--- config.mk ---
export PLATFORM = sky130hd
export DESIGN_NAME = xmem_high_addr
export DESIGN_NICKNAME = d
export VERILOG_FILES = /design/src/xmem_pkg.sv /design/src/xmem_high_addr.sv /design/src/bus_keeper.sv
export VERILOG_INCLUDE_DIRS = /design/src
export SDC_FILE = /design/constraint.sdc
export NUM_CORES = 1
export LEC_CHECK = 0
export ABC_CLOCK_PERIOD_IN_PS = 3540
export BUFFER_PORTS_ARGS = -buffer_cell sky130_fd_sc_hd__buf_4
export CAP_MARGIN = 25
export CORE_MARGIN = 2
export CORE_UTILIZATION = 58
export CTS_CLUSTER_DIAMETER = 200
export CTS_CLUSTER_SIZE = 8
export DETAILED_ROUTE_END_ITERATION = 16
export PLACE_DENSITY = 0.85
export SYNTH_ARGS = -nofsm -noshare
export SYNTH_HDL_FRONTEND = slang
export SYNTH_SLANG_ARGS = --single-unit
--- constraint.sdc ---
create_clock -name CORE_CLK -period 3.54 [get_ports CORE_CLK]
set_input_delay 0.708 -clock CORE_CLK [delete_from_list [all_inputs] [get_ports CORE_CLK]]
set_output_delay 0.708 -clock CORE_CLK [all_outputs]
set_load 0.01 [all_outputs]
--- src/xmem_map.svh ---
`ifndef XMEM_MAP_SVH
`define XMEM_MAP_SVH
// apb byte addresses (word aligned)
`define ADDR_SPECIAL_IO   12'h000
`define ADDR_MEM_CTRL     12'h004
`define ADDR_PORT_OUT     12'h008
`define ADDR_PORT_DIR     12'h00C
`define ADDR_ACCESS       12'h010
`define ADDR_STATUS       12'h014
// special_function_io_control fields
`define SFIO_KEEPER_BIT   6
`define SFIO_MASK_HI      5
`define SFIO_MASK_LO      3
`define SFIO_RESET        8'h00
// mask code that frees the whole upper port
`define MASK_FULL_PORT    3'h7
// mem control fields
`define MCTL_ENABLE_BIT   0
`define MCTL_COMPAT_BIT   1
`define MCTL_RESET        8'h00
// internal space limits
`define INT_END_NORMAL    16'h0500
`define INT_END_COMPAT    16'h0460
// access register fields
`define ACC_ADDR_HI       15
`define ACC_DATA_LO       16
`define ACC_DATA_HI       23
`define ACC_WRITE_BIT     24
// cycle length
`define XCYC_LEN          3'h3
`endif

--- src/xmem_pkg.sv ---
package xmem_pkg;
  typedef enum logic [1:0] {
    ST_IDLE  = 2'b00,
    ST_ADDR  = 2'b01,
    ST_STROBE = 2'b10
  } cycle_state_e;

  typedef struct packed {
    logic [7:0] addr_data_out;
    logic       addr_data_oe;
    logic [7:0] high_out;
    logic [7:0] high_oe;
    logic       latch;
    logic       write_n;
    logic       read_n;
  } pin_drive_s;
endpackage : xmem_pkg

--- src/xmem_high_addr.sv ---
// Overview of operation
// keeper holds last driven value when released
// keeper off leaves released lines undriven
// keeper enable independent of interface enable
// mask zero drives all eight high pins
// mask k releases top k pins, mask 7 releases all eight
// released pins follow port output settings
// low 1280 addresses (1120 in compat mode) never go external
// unmasked external space is 64256 bytes (64416 in compat mode)
// full 16-bit address always driven; the code drives only the high pins that the mask keeps
// compat mode internal space ends 0x0460
// enable bit hands pins to interface
// mask ignored while interface disabled
`include "xmem_map.svh"
module xmem_high_addr
  import xmem_pkg::*;
(
  input  wire logic        CORE_CLK,
  input  wire logic        RESET_N,
  input  wire logic        PSEL,
  input  wire logic        PENABLE,
  input  wire logic        PWRITE,
  input  wire logic [11:0] PADDR,
  input  wire logic [31:0] PWDATA,
  output logic      [31:0] PRDATA,
  output logic             PREADY,
  output logic             PSLVERR,
  input  wire logic [7:0]  AD_IN,
  output logic      [7:0]  AD_OUT,
  output logic      [7:0]  AD_OE,
  output logic      [7:0]  HIGH_OUT,
  output logic      [7:0]  HIGH_OE,
  output logic             LATCH,
  output logic             WRITE_N,
  output logic             READ_N
);
  logic [7:0]   sfio;
  logic [7:0]   next_sfio;
  logic [7:0]   mctl;
  logic [7:0]   next_mctl;
  logic [7:0]   port_out;
  logic [7:0]   next_port_out;
  logic [7:0]   port_dir;
  logic [7:0]   next_port_dir;
  logic [31:0]  rdata;
  logic [31:0]  next_rdata;
  logic         slverr;
  logic         next_slverr;
  cycle_state_e state;
  cycle_state_e next_state;
  logic [2:0]   cnt;
  logic [2:0]   next_cnt;
  logic [15:0]  cyc_addr;
  logic [15:0]  next_cyc_addr;
  logic [7:0]   cyc_data;
  logic [7:0]   next_cyc_data;
  logic         cyc_write;
  logic         next_cyc_write;
  logic [7:0]   rd_data;
  logic [7:0]   next_rd_data;
  logic         ext_hit;
  logic         internal_hit;
  logic         next_internal_hit;
  logic [15:0]  int_end;
  logic [2:0]   mask;
  logic         xm_en;
  logic         keep_en;
  logic [7:0]   release_pins;
  logic         setup;
  logic         access_start;
  logic         access_phase;
  pin_drive_s   drv;
  logic [7:0]   keep_val;
  logic         keep_oe;

  assign setup    = PSEL & ~PENABLE;
  // pready is tied high, so every access phase completes at its first edge
  assign access_phase = PSEL & PENABLE;
  assign mask     = sfio[`SFIO_MASK_HI:`SFIO_MASK_LO];
  assign keep_en  = sfio[`SFIO_KEEPER_BIT];
  assign xm_en    = mctl[`MCTL_ENABLE_BIT];
  // compat mode shrinks the internal region
  assign int_end  = mctl[`MCTL_COMPAT_BIT] ? `INT_END_COMPAT : `INT_END_NORMAL;
  // low addresses belong to internal resources, no external cycle
  assign ext_hit  = (PWDATA[`ACC_ADDR_HI:0] >= int_end);
  assign access_start = access_phase & PWRITE & (PADDR == `ADDR_ACCESS) & xm_en &
                        (state == ST_IDLE);

  // top k pins released, all eight at mask 7; mask only counts while interface enabled
  genvar gi;
  generate
    for (gi = 0; gi < 8; gi++) begin : g_rel
      // the full-port code frees pin 0 as well, not just the top seven
      assign release_pins[gi] = xm_en && ((mask == `MASK_FULL_PORT) ||
                                          (mask > 3'(`MASK_FULL_PORT - gi)));
    end
  endgenerate

  // read data latched at setup, writes land at the completing access edge
  always_comb begin
    next_sfio     = sfio;
    next_mctl     = mctl;
    next_port_out = port_out;
    next_port_dir = port_dir;
    next_rdata    = rdata;
    next_slverr   = 1'b0;
    if (setup) begin
      case (PADDR)
        `ADDR_SPECIAL_IO: begin
          next_rdata = {24'h0, sfio};
        end
        `ADDR_MEM_CTRL: begin
          next_rdata = {24'h0, mctl};
        end
        `ADDR_PORT_OUT: begin
          next_rdata = {24'h0, port_out};
        end
        `ADDR_PORT_DIR: begin
          next_rdata = {24'h0, port_dir};
        end
        `ADDR_ACCESS: begin
          next_rdata = {7'h0, cyc_write, cyc_data, cyc_addr};
        end
        `ADDR_STATUS: begin
          next_rdata = {22'h0, internal_hit, (state != ST_IDLE), rd_data};
        end
        default: begin
          next_rdata  = 32'h0;
          next_slverr = 1'b1;
        end
      endcase
    end
    // zero wait states, so the access phase always ends at this edge
    if (access_phase && PWRITE) begin
      case (PADDR)
        `ADDR_SPECIAL_IO: begin
          next_sfio = PWDATA[7:0];
        end
        `ADDR_MEM_CTRL: begin
          next_mctl = {6'h0, PWDATA[1:0]};
        end
        `ADDR_PORT_OUT: begin
          next_port_out = PWDATA[7:0];
        end
        `ADDR_PORT_DIR: begin
          next_port_dir = PWDATA[7:0];
        end
        default: begin
          next_sfio = sfio;
        end
      endcase
    end
  end

  // apb registers; reply held through access phase
  always_ff @(posedge CORE_CLK or negedge RESET_N) begin
    if (!RESET_N) begin
      sfio     <= `SFIO_RESET;
      mctl     <= `MCTL_RESET;
      port_out <= 8'h00;
      port_dir <= 8'h00;
      rdata    <= 32'h0;
      slverr   <= 1'b0;
    end else begin
      sfio     <= next_sfio;
      mctl     <= next_mctl;
      port_out <= next_port_out;
      port_dir <= next_port_dir;
      rdata    <= next_rdata;
      slverr   <= next_slverr;
    end
  end

  assign PRDATA  = rdata;
  assign PREADY  = 1'b1;
  assign PSLVERR = PSEL & PENABLE & slverr;

  // external cycle: address phase with latch, then strobe phase
  always_comb begin
    next_state        = state;
    next_cnt          = cnt;
    next_cyc_addr     = cyc_addr;
    next_cyc_data     = cyc_data;
    next_cyc_write    = cyc_write;
    next_rd_data      = rd_data;
    next_internal_hit = internal_hit;
    case (state)
      ST_IDLE: begin
        // an address below the internal end loads cyc_addr, cyc_data and cyc_write and flags the hit, but starts no cycle
        if (access_start) begin
          next_cyc_addr     = PWDATA[`ACC_ADDR_HI:0];
          next_cyc_data     = PWDATA[`ACC_DATA_HI:`ACC_DATA_LO];
          next_cyc_write    = PWDATA[`ACC_WRITE_BIT];
          next_internal_hit = ~ext_hit;
          if (ext_hit) next_state = ST_ADDR;
        end
      end
      ST_ADDR: begin
        next_state = ST_STROBE;
        next_cnt   = `XCYC_LEN;
      end
      ST_STROBE: begin
        // sample on the last strobe cycle, when the memory had longest
        if (cnt == 3'h1) begin
          if (!cyc_write) next_rd_data = AD_IN;
          next_state = ST_IDLE;
        end
        next_cnt = cnt - 3'h1;
      end
      default: next_state = ST_IDLE;
    endcase
    // a disabled interface drops any cycle in flight
    if (!xm_en) next_state = ST_IDLE;
  end

  always_ff @(posedge CORE_CLK or negedge RESET_N) begin
    if (!RESET_N) begin
      state        <= ST_IDLE;
      cnt          <= 3'h0;
      cyc_addr     <= 16'h0000;
      cyc_data     <= 8'h00;
      cyc_write    <= 1'b0;
      rd_data      <= 8'h00;
      internal_hit <= 1'b0;
    end else begin
      state        <= next_state;
      cnt          <= next_cnt;
      cyc_addr     <= next_cyc_addr;
      cyc_data     <= next_cyc_data;
      cyc_write    <= next_cyc_write;
      rd_data      <= next_rd_data;
      internal_hit <= next_internal_hit;
    end
  end

  // pin drive: interface overrides port direction on unreleased high pins when enabled
  always_comb begin
    drv.addr_data_out = 8'h00;
    drv.addr_data_oe  = 1'b0;
    drv.latch         = 1'b0;
    drv.write_n       = 1'b1;
    drv.read_n        = 1'b1;
    if (xm_en) begin
      if (state == ST_ADDR) begin
        drv.addr_data_out = cyc_addr[7:0];
        drv.addr_data_oe  = 1'b1;
        drv.latch         = 1'b1;
      end else if (state == ST_STROBE) begin
        // data driven only on writes; reads leave the lines to the memory
        drv.addr_data_out = cyc_data;
        drv.addr_data_oe  = cyc_write;
        drv.write_n       = ~cyc_write;
        drv.read_n        = cyc_write;
      end
    end
    // released pins, or every pin while the interface is off, fall back to port settings
    for (int i = 0; i < 8; i++) begin
      if (xm_en && !release_pins[i]) begin
        drv.high_out[i] = cyc_addr[8+i];
        drv.high_oe[i]  = 1'b1;
      end else begin
        drv.high_out[i] = port_out[i];
        drv.high_oe[i]  = port_dir[i];
      end
    end
  end

  // keeper works from its own bit even with interface off
  bus_keeper #(
    .WIDTH (8)
  ) u_keeper (
    .clk       (CORE_CLK),
    .reset_n   (RESET_N),
    .keep_en   (keep_en),
    .drive_val (drv.addr_data_out),
    .drive_oe  (drv.addr_data_oe),
    .hold_val  (keep_val),
    .hold_oe   (keep_oe)
  );

  // outputs registered to keep pin timing clean
  always_ff @(posedge CORE_CLK or negedge RESET_N) begin
    if (!RESET_N) begin
      AD_OUT   <= 8'h00;
      AD_OE    <= 8'h00;
      HIGH_OUT <= 8'h00;
      HIGH_OE  <= 8'h00;
      LATCH    <= 1'b0;
      WRITE_N  <= 1'b1;
      READ_N   <= 1'b1;
    end else begin
      // held copy fills in whenever the interface lets go of the lines
      AD_OUT   <= drv.addr_data_oe ? drv.addr_data_out : keep_val;
      // keeper stands back during a read strobe so the memory's data win
      AD_OE    <= {8{drv.addr_data_oe | (keep_oe & drv.read_n)}};
      HIGH_OUT <= drv.high_out;
      HIGH_OE  <= drv.high_oe;
      LATCH    <= drv.latch;
      WRITE_N  <= drv.write_n;
      READ_N   <= drv.read_n;
    end
  end
endmodule : xmem_high_addr

--- src/bus_keeper.sv ---
`include "xmem_map.svh"
module bus_keeper
  import xmem_pkg::*;
#(
  parameter int WIDTH = 8
) (
  input  wire logic             clk,
  input  wire logic             reset_n,
  input  wire logic             keep_en,
  input  wire logic [WIDTH-1:0] drive_val,
  input  wire logic             drive_oe,
  output logic      [WIDTH-1:0] hold_val,
  output logic                  hold_oe
);
  logic [WIDTH-1:0] held;
  logic [WIDTH-1:0] next_held;

  // remember whatever was last actively driven
  always_comb begin
    next_held = drive_oe ? drive_val : held;
  end

  always_ff @(posedge clk or negedge reset_n) begin
    if (!reset_n) begin
      held <= '0;
    end else begin
      held <= next_held;
    end
  end

  // keeper drives only when the lines are released; no sre qualification
  assign hold_val = held;
  assign hold_oe  = keep_en & ~drive_oe;
endmodule : bus_keeper

==> results.cfg, run 1 <==
[power]
clockPowerShare_pct = 53.5
switching_share_pct = 22.58
power.density_nw_per_um2 = 472.5
power_leakage_nw = 3.512
seq_power_share_pct = 42.5
internal_power_w = 0.002487
ir_worst_vdd_mv = 0.3748
combPwrFrac_pct = 4.0
p_sw_w = 0.0007251

[timing]
min_period_ns = 2.521
grt_setup_unrepaired = false
fin_tns_setup_ns = 0
finalHoldViolations = 0
final.period_utilization_pct = 71.21
finalSetupViolations = 0
skew_ns = 0.005612
setup_ws_ns = 1.019
worst_pin_slew_ns = 0.7094
maxSlewViolCount = 0
relSlewSlack_pct = 52.45
clock.fmax_ghz = 0.3967

[finish]
fillers = 594
finalNetCount = 672
drive_above_1_share_pct = 33.76
mostFrequentLayoutCells = 117 x dfrtp_1, 117 x buf_4, 114 x nand2_1
num_antenna_cells = 0
areaGrowthSynthToFinish_pct = 26.82
multi_input_area_um2 = 2141
final_cells = 730
seq_area_um2 = 2980

[cts]
clkLatencyLatePin_ns = 0.52
cts_setup_buffers = 0
cts_resized = 0
cts_buffer_depth = 2
path_clk_slew_ns = 0.06
cts_tree = done
htreeDepth = 4
cts_root_buffer = clkbuf_8
cts_hold_buf = 0
cts_buffers = 17
cts_sinks = 119

[drt]
firstDrtPassIters = 5
vias_per_cell = 5.925
drt-total-wl_mm = 13.65
drtIter0Drc = 292
wire_per_inst_um = 18.70
vias = 4325
drcViolationCount = 0
ant_nets = 0

[synth]
syn-cell-area_um2 = 5360
synth.distinct_cells = 42
ys_seq_area_share_pct = 55.60
synth_warnings = 0
synth_top_area_share_pct = 54.62
async_flop_share_pct = 100.0
synth_area_leaders = dfrtp_1 55%, mux2_2 11%, nand2_1 8.0%
synth_area_leader_cell = dfrtp_1
postSynthCellCount = 504
syn_avg_cell_area_um2 = 10.64
synth_seq_cells = 119
synth_edf_count = 0
synth-main-ff-cell = dfrtp_1

[global_route]
grt_usage_pct = 28.79
grt_max_degree = 48
grt_pass1_wl_mm = 21.89
grt_pass1_vias = 4407
grt_overflow = 0
antenna_found_initial = 0

[die]
initial_core_util_pct = 58.85
die_h_um = 100.1
core.rowCount = 35
die_w_um = 100.1
die-area_um2 = 10030
core_um2 = 9109
boundaryPins = 126

[place]
place_ws_ns = 0.7295
hpwl_mm = 9.084
portBuffers = 110
place.gp.congestion = 0.8828
placed_cells = 698

[critical_path]
arrival_ns = 2.97
crit_path_end_kind = flop
path_class = flop to flop
critPathLaunchType = flop
required_ns = 3.99
critical_path.max_fanout = 31

[status]
outcome = complete, no violations

[hold_path]
min_path_type = input port to async pin

[run]
drv_cap = 0
-- worst max-delay path, cell delays in order, from the launching register on --
cell     delay (ns)
dfrtp_1        0.45
inv_1          0.13
ha_1           0.19
and2_1         0.29
nand4_1        0.19
or2_1          0.27
buf_4          0.25
or4_1          0.56
nand3_1        0.12
-- registers in the layout, summed over array words and instances (netlist names) --
register / count
AD_OE: 1
AD_OUT: 8
HIGH_OE: 8
HIGH_OUT: 8
LATCH: 1
PRDATA: 25
READ_N: 1
WRITE_N: 1
cnt: 3
cyc_addr: 16
cyc_data: 8
cyc_write: 1
internal_hit: 1
mctl: 2
port_dir: 8
port_out: 8
rd_data: 8
sfio: 8
slverr: 1
state: 2
-- stage by stage --
| step | instance area [um^2] | utilization, % | hold slack [ns] | power, W |
|---|---|---|---|---|
| 2_1_floorplan | 5383 | - | 0.4124 | 0.001430 |
| 3_3_place_gp | 6176 | 67.80 | 0.4709 | 0.001507 |
| 3_5_place_dp | 6203 | 68.10 | 0.4721 | 0.001515 |
| 4_1_cts | 6798 | 74.63 | 0.1899 | 0.003225 |
| 5_1_grt | 6798 | 74.63 | 0.2264 | 0.003297 |
| 6_report | 6798 | 74.63 | 0.1836 | 0.003212 |
-- metal layers --
metal | global-route usage, % | routed length, um | share of wire (%)
met4 | 16.12 | 585 | 4.3
met3 | 7.382 | 1005 | 7.4
met1 | 36.64 | 5270 | 39
met5 | 0 | 0 | 0
met2 | 45.22 | 6787 | 50
-- final cells by class --
| class | count | area share, % |
|---|---|---|
| Sequential cell | 119 | 43.84 |
| Multi-Input combinational cell | 340 | 31.49 |
| Timing Repair Buffer | 118 | 13.33 |
| Clock buffer | 17 | 6.092 |
| Clock inverter | 15 | 2.650 |
| Tap cell | 111 | 2.043 |
| Inverter | 10 | 0.5522 |
-- cell families (layout without fill, tap and decap cells) --
group	after synthesis	in the layout	synth area share, %
and+or+nand+nor	192	192	16.25
DFF	119	119	55.60
AOI/OAI and AO/OA	75	75	9.407
muxes	56	56	11.62
buffers and inverters	51	160	4.879
adders and majority gates	9	9	2.101
other	2	8	0.1401
-- power groups by stage --
stage | combinational [W] | sequential, W | clock (W)
6_report | 0.000129 | 0.00136 | 0.00172
5_1_grt | 0.000142 | 0.00136 | 0.00179
4_1_cts | 0.000129 | 0.00136 | 0.00173
3_5_place_dp | 0.000126 | 0.00139 | 0
3_3_place_gp | 0.000119 | 0.00139 | 0
2_1_floorplan | 0.0000417 | 0.00139 | 0
-- Yosys cell counts (2+ instances only) --
master	count
a21oi_1	17
a22o_1	16
a22oi_1	6
a2bb2oi_1	2
a31oi_1	4
a32oi_1	2
and3_1	3
buf_2	5
buf_4	17
clkbuf_1	19
conb_1	2
dfrtp_1	117
dfstp_2	2
ha_1	9
inv_1	10
mux2_2	50
mux2i_1	6
nand2_1	114
nand2b_1	8
nand3_1	16
nand4_1	3
nor2_1	24
nor2_4	2
nor2b_1	2
nor3_1	5
nor4bb_1	2
o211ai_1	6
o21ai_0	17
o32ai_1	2
or2_2	3
or4_1	2
-- path summary, 6_finish.rpt --
check	from	cells after the start	slack, ns	to
worst max-delay path	state[1]	8	1.02	state[1]
worst min-delay path	RESET_N	1	0.18	PRDATA[20]
worst max register to register	state[1]	8	1.02	state[1]
worst min register to register	AD_OUT[0]	2	0.48	AD_OUT[0]
max in group asynchronous	RESET_N	2	2.54	PRDATA[0]
min in group CORE_CLK	PWDATA[19]	3	0.38	cyc_data[3]
(Power assumes the default switching activity.)
==> run 2: changes to the inputs <==
--- a/config.mk
+++ b/config.mk
@@ -6,15 +6,15 @@
 export SDC_FILE = /design/constraint.sdc
 export NUM_CORES = 1
 export LEC_CHECK = 0
-export ABC_CLOCK_PERIOD_IN_PS = 3540
+export ABC_CLOCK_PERIOD_IN_PS = 2250
 export BUFFER_PORTS_ARGS = -buffer_cell sky130_fd_sc_hd__buf_4
 export CAP_MARGIN = 25
 export CORE_MARGIN = 2
-export CORE_UTILIZATION = 58
+export CORE_UTILIZATION = 49
 export CTS_CLUSTER_DIAMETER = 200
 export CTS_CLUSTER_SIZE = 8
 export DETAILED_ROUTE_END_ITERATION = 16
-export PLACE_DENSITY = 0.85
+export PLACE_DENSITY = 0.77
 export SYNTH_ARGS = -nofsm -noshare
 export SYNTH_HDL_FRONTEND = slang
 export SYNTH_SLANG_ARGS = --single-unit
==> constraint.sdc (replaced) <==
create_clock -name CORE_CLK -period 2.25 [get_ports CORE_CLK]
set_input_delay 0.45 -clock CORE_CLK [delete_from_list [all_inputs] [get_ports CORE_CLK]]
set_output_delay 0.45 -clock CORE_CLK [all_outputs]
set_load 0.01 [all_outputs]
==> results.cfg, run 2 (synthesis gave the netlist of run 1 again) <==
[cts]
cts_buffers = 17
clkLatencyLatePin_ns = 0.54
cts_root_buffer = clkbuf_8
cts_buffer_depth = 2
path_clk_slew_ns = 0.06
cts_setup_buffers = 0
cts_tree = done
cts_sinks = 119
htreeDepth = 4

[finish]
seq_area_um2 = 2980
finalNetCount = 682
areaGrowthSynthToFinish_pct = 28.06
fillers = 847
drive_above_1_share_pct = 34.66
largest_reg_flops = 25
num_antenna_cells = 0
multi_input_area_um2 = 2142
fin_util_pct = 63.88
layout_commonest_cell = buf_4
mostFrequentLayoutCells = 125 x buf_4, 117 x dfrtp_1, 114 x nand2_1

[die]
die_w_um = 108.6
die_h_um = 108.6
die-area_um2 = 11790
initial_core_util_pct = 49.88
core.rowCount = 38
core_um2 = 10750
boundaryPins = 126

[power]
seq_power_share_pct = 44.8
switching_share_pct = 22.67
clockPowerShare_pct = 51.0
power_leakage_nw = 3.546
internal_power_w = 0.003708
p_sw_w = 0.001087
ir_worst_vdd_mv = 0.3377
combPwrFrac_pct = 4.3
power.density_nw_per_um2 = 698.6

[critical_path]
required_ns = 2.72
cp_slowest_cell = or4_1
path_buf_inv = 2
arrival_ns = 2.56
crit_path_end_kind = flop
path_cells = inv_1 > ha_1 > nor4bb_1 > a2111o_1 > a31oi_1 > buf_4 > or4_1 > nand3_1
path_class = flop to flop
critical_path.max_stage_delay_ns = 0.46
critPathLaunchType = flop
critical_path.max_fanout = 5
cp_top_family = simple AND/OR/NAND/NOR gates

[timing]
final.period_utilization_pct = 93.21
fin_tns_setup_ns = 0
maxSlewViolCount = 0
setup_ws_ns = 0.1528
finalHoldViolations = 0
clock.fmax_ghz = 0.4768
relSlewSlack_pct = 63.08
finalSetupViolations = 0
min_period_ns = 2.097
grt_setup_unrepaired = false
worst_pin_slew_ns = 0.5537
skew_ns = 0.01068
whs_ns = 0.1161

[global_route]
grt_usage_pct = 23.74
grt_pass1_wl_mm = 21.00
grt_pass1_vias = 4124
grt_overflow = 0
grt_max_degree = 48
antenna_found_initial = 0
busiest_layer = met2
gr-usage-met3_pct = 5.666
grt_util_met1_pct = 30.97
grt_util_met2_pct = 38.44

[drt]
drcViolationCount = 0
ant_nets = 0
firstDrtPassIters = 5
vias = 4165
drtIter0Drc = 212
wire_per_inst_um = 17.22
vias_per_cell = 5.416
drt-total-wl_mm = 13.24

[place]
place.gp.congestion = 0.8459
portBuffers = 110
place_ws_ns = 0.04308
hpwl_mm = 9.359

[hold_path]
min_path_type = input port to flop

[status]
outcome = complete, no violations

[run]
drv_cap = 0
run 2: cell types whose count changed in the layout (fill, tap and decap cells not counted):
cell,delta
buf_4,+8
clkinv_2,+3
buf_12,+2
bufinv_16,-2
clkinv_4,-2
and2_1,-1
and2_2,+1
buf_16,-1
clkbuf_1,+1
clkbuf_8,+1
dlygate4sd3_1,+1
inv_6,-1
run 2: through the flow:
stage                     total power, W  instances  instance area [um^2]
after CTS                       0.004820        769                  6863
after global placement          0.002382        736                  6312
final                           0.004795        769                  6864
after global routing            0.004928        769                  6864
after detailed placement        0.002387        736                  6312
after floorplan                 0.002250        510                  5383
run 2: routing by layer:
metal | wire length, um | share of wire [%]
met1 | 5475 | 41
met2 | 6652 | 50
met3 | 859 | 6.5
met4 | 256 | 1.9
met5 | 0 | 0
run 2: power groups by stage:
stage	logic [W]	clock network (W)	registers (W)
2_1_floorplan	0.0000656	0	0.00218
3_3_place_gp	0.000198	0	0.00218
3_5_place_dp	0.000203	0	0.00218
4_1_cts	0.000206	0.00247	0.00215
5_1_grt	0.000226	0.00256	0.00215
6_report	0.000204	0.00244	0.00215
run 2: path summary, 6_finish.rpt:
| kind | slack, ns | endpoint | cells past startpoint | startpoint |
|---|---|---|---|---|
| hold / removal | 0.12 | cyc_write | 3 | PWDATA[24] |
| setup / recovery | 0.15 | state[0] | 8 | mctl[1] |
| hold reg to reg | 0.48 | AD_OUT[1] | 2 | AD_OUT[1] |
| min in group asynchronous | 0.45 | PRDATA[20] | 2 | RESET_N |
| max in group asynchronous | 1.17 | HIGH_OUT[3] | 3 | RESET_N |
| setup reg to reg | 0.15 | state[0] | 8 | mctl[1] |
run 2: repair_timing:
item	in CTS	in global routing
resized for setup	0	1
endpoints found under the setup margin	0	2
hold buffers	1	0
hold endpoints to repair	36	0
run 2: final cells by class:
cell class              count  area share, %
clock buffers              19          6.289
clock inverters            13          1.586
inverters                  10         0.5468
multi-input cells         340          31.21
flip-flops and latches    119          43.42
well taps                 140          2.552
repair buffers            128          14.40
run 2: tightest hold or removal path: cells and delay by family:
family / cells / cell delay [ns]
buffers and inverters: 1 / 0.08
and+or+nand+nor: 2 / 0.09
==> run 3: changes to the inputs <==
==> constraint.sdc (replaced) <==
create_clock -name CORE_CLK -period 2.25 [get_ports CORE_CLK]
set_input_delay 0.3375 -clock CORE_CLK [delete_from_list [all_inputs] [get_ports CORE_CLK]]
set_output_delay 0.3375 -clock CORE_CLK [all_outputs]
set_load 0.01 [all_outputs]
==> results.cfg, run 3 (synthesis gave the netlist of run 1 again) <==
[hold_path]
min_from = PWDATA[18]
min_to = cyc_data[2]
min_delay_path_depth = 3
min_path_type = input port to flop

[global_route]
grt_max_degree = 53
grt_pass1_wl_mm = 20.91
grt_overflow = 0
antenna_found_initial = 0
grt_usage_pct = 23.88
grt_pass1_vias = 4176

[drt]
drtIter0Drc = 184
top_layer = met4
vias_per_cell = 5.432
drcViolationCount = 0
wl_met3_um = 700
wl_met1_mm = 5.452
vias = 4199
firstDrtPassIters = 5
drt-total-wl_mm = 13.10
ant_nets = 0
wire_per_inst_um = 16.95
met2WireLength_mm = 6.675

[place]
hpwl_mm = 9.283
portBuffers = 110
place.gp.congestion = 0.8358
placed_cells = 737
place_ws_ns = 0.09275

[cts]
cts_setup_buffers = 0
cts_buffers = 17
cts_sinks = 119
clkLatencyLatePin_ns = 0.52
htreeDepth = 4
cts_root_buffer = clkbuf_8
path_clk_slew_ns = 0.06
cts_tree = done
cts_buffer_depth = 2

[finish]
finalNetCount = 686
fillers = 851
areaGrowthSynthToFinish_pct = 29.25
num_antenna_cells = 0
largest_reg_flops = 25
final_cells = 773
mostFrequentLayoutCells = 127 x buf_4, 117 x dfrtp_1, 114 x nand2_1
seq_area_um2 = 2980
layout_commonest_cell = buf_4
multi_input_area_um2 = 2142
drive_above_1_share_pct = 34.76

[timing]
worst_pin_slew_ns = 0.6424
setup_ws_ns = 0.1714
fin_tns_setup_ns = 0
finalHoldViolations = 0
clock.fmax_ghz = 0.4811
finalSetupViolations = 0
maxSlewViolCount = 0
skew_ns = 0.006534
min_period_ns = 2.079
relSlewSlack_pct = 57.18
grt_setup_unrepaired = false
final.period_utilization_pct = 92.38
whs_ns = 0.02159

[die]
die_w_um = 108.6
initial_core_util_pct = 49.88
core_um2 = 10750
die_h_um = 108.6
boundaryPins = 126
core.rowCount = 38
die-area_um2 = 11790

[critical_path]
critical_path.max_fanout = 29
critical_path.max_stage_delay_ns = 0.45
worst-path-stages = 8
path_buf_inv = 2
rrSetupSlack_ns = 0.17
cp_top_family = simple AND/OR/NAND/NOR gates
arrival_ns = 2.48
required_ns = 2.65
cp_slowest_cell = dfrtp_1
rr_endpoint = state[1]
critPathLaunchType = flop
timing.rr.start = state[0]
path_class = flop to flop
path_cells = inv_1 > ha_1 > and2_2 > nand4_1 > or2_1 > buf_4 > a31oi_1 > nand3_1
crit_path_end_kind = flop
r2r_cells = 8

[power]
power.density_nw_per_um2 = 718.6
ir_worst_vdd_mv = 0.4447
power_leakage_nw = 3.577

[run]
drv_cap = 0

[status]
outcome = complete, no violations
-- run 3: cell count changes in the layout (fill, tap and decap cells not counted), sizes merged --
| cell | delta |
|---|---|
| buf | +1 |
| bufinv | +1 |
| clkbuf | -1 |
| clkinv | -1 |
| clkinvlp | -1 |
| dlygate4sd3 | +3 |
| inv | +2 |
-- run 3: worst max path at each step --
stage | from | end | slack (ns)
after detailed placement | PADDR[9] | port_out[4] | 0.09
final | state[0] | state[1] | 0.17
after global routing | state[0] | state[1] | 0.06
after global placement | PADDR[9] | port_dir[4] | 0.18
after floorplan | state[0] | state[0] | 0.27
after CTS | state[0] | state[1] | 0.14
-- run 3: cell type report --
cell class                      count  share of cell area [%]
Clock buffer                       18                   6.177
Clock inverter                     14                   2.185
Inverter                           10                  0.5418
Timing Repair Buffer              132                   14.63
Tap cell                          140                   2.528
Sequential cell                   119                   43.02
Multi-Input combinational cell    340                   30.92
-- run 3: timing repair --
item | 4_1_cts | 5_1_grt
gates resized for setup | 0 | 1
hold buffers | 4 | 0
hold endpoints to repair | 50 | 0
endpoints found under the setup margin | 0 | 2
-- run 3: layer usage --
layer	vias to the layer above	GRT usage, %
met1	2106	28.76
met3	23	7.233
met5	-	0
met2	130	39.55
li1	1940	-
met4	0	10.62
-- run 3: stage by stage --
stage	utilization (%)	power [W]	area, um^2
after global placement	58.70	0.002380	6307
after detailed placement	58.70	0.002384	6307
after floorplan	-	0.002250	5383
after global routing	64.47	0.005132	6928
after CTS	64.46	0.005010	6927
final	64.47	0.004979	6928
-- run 3: report_power, final --
part,internal (W),switching [W]
logic,0.0000870,0.000118
registers,0.00214,0.00000179
clock network,0.00161,0.00102
total,0.00384,0.00114
-- run 3: tightest hold or removal path, stage by stage --
cell     delay, ns
buf_4         0.08
nand2_1       0.04
nand2_1       0.05
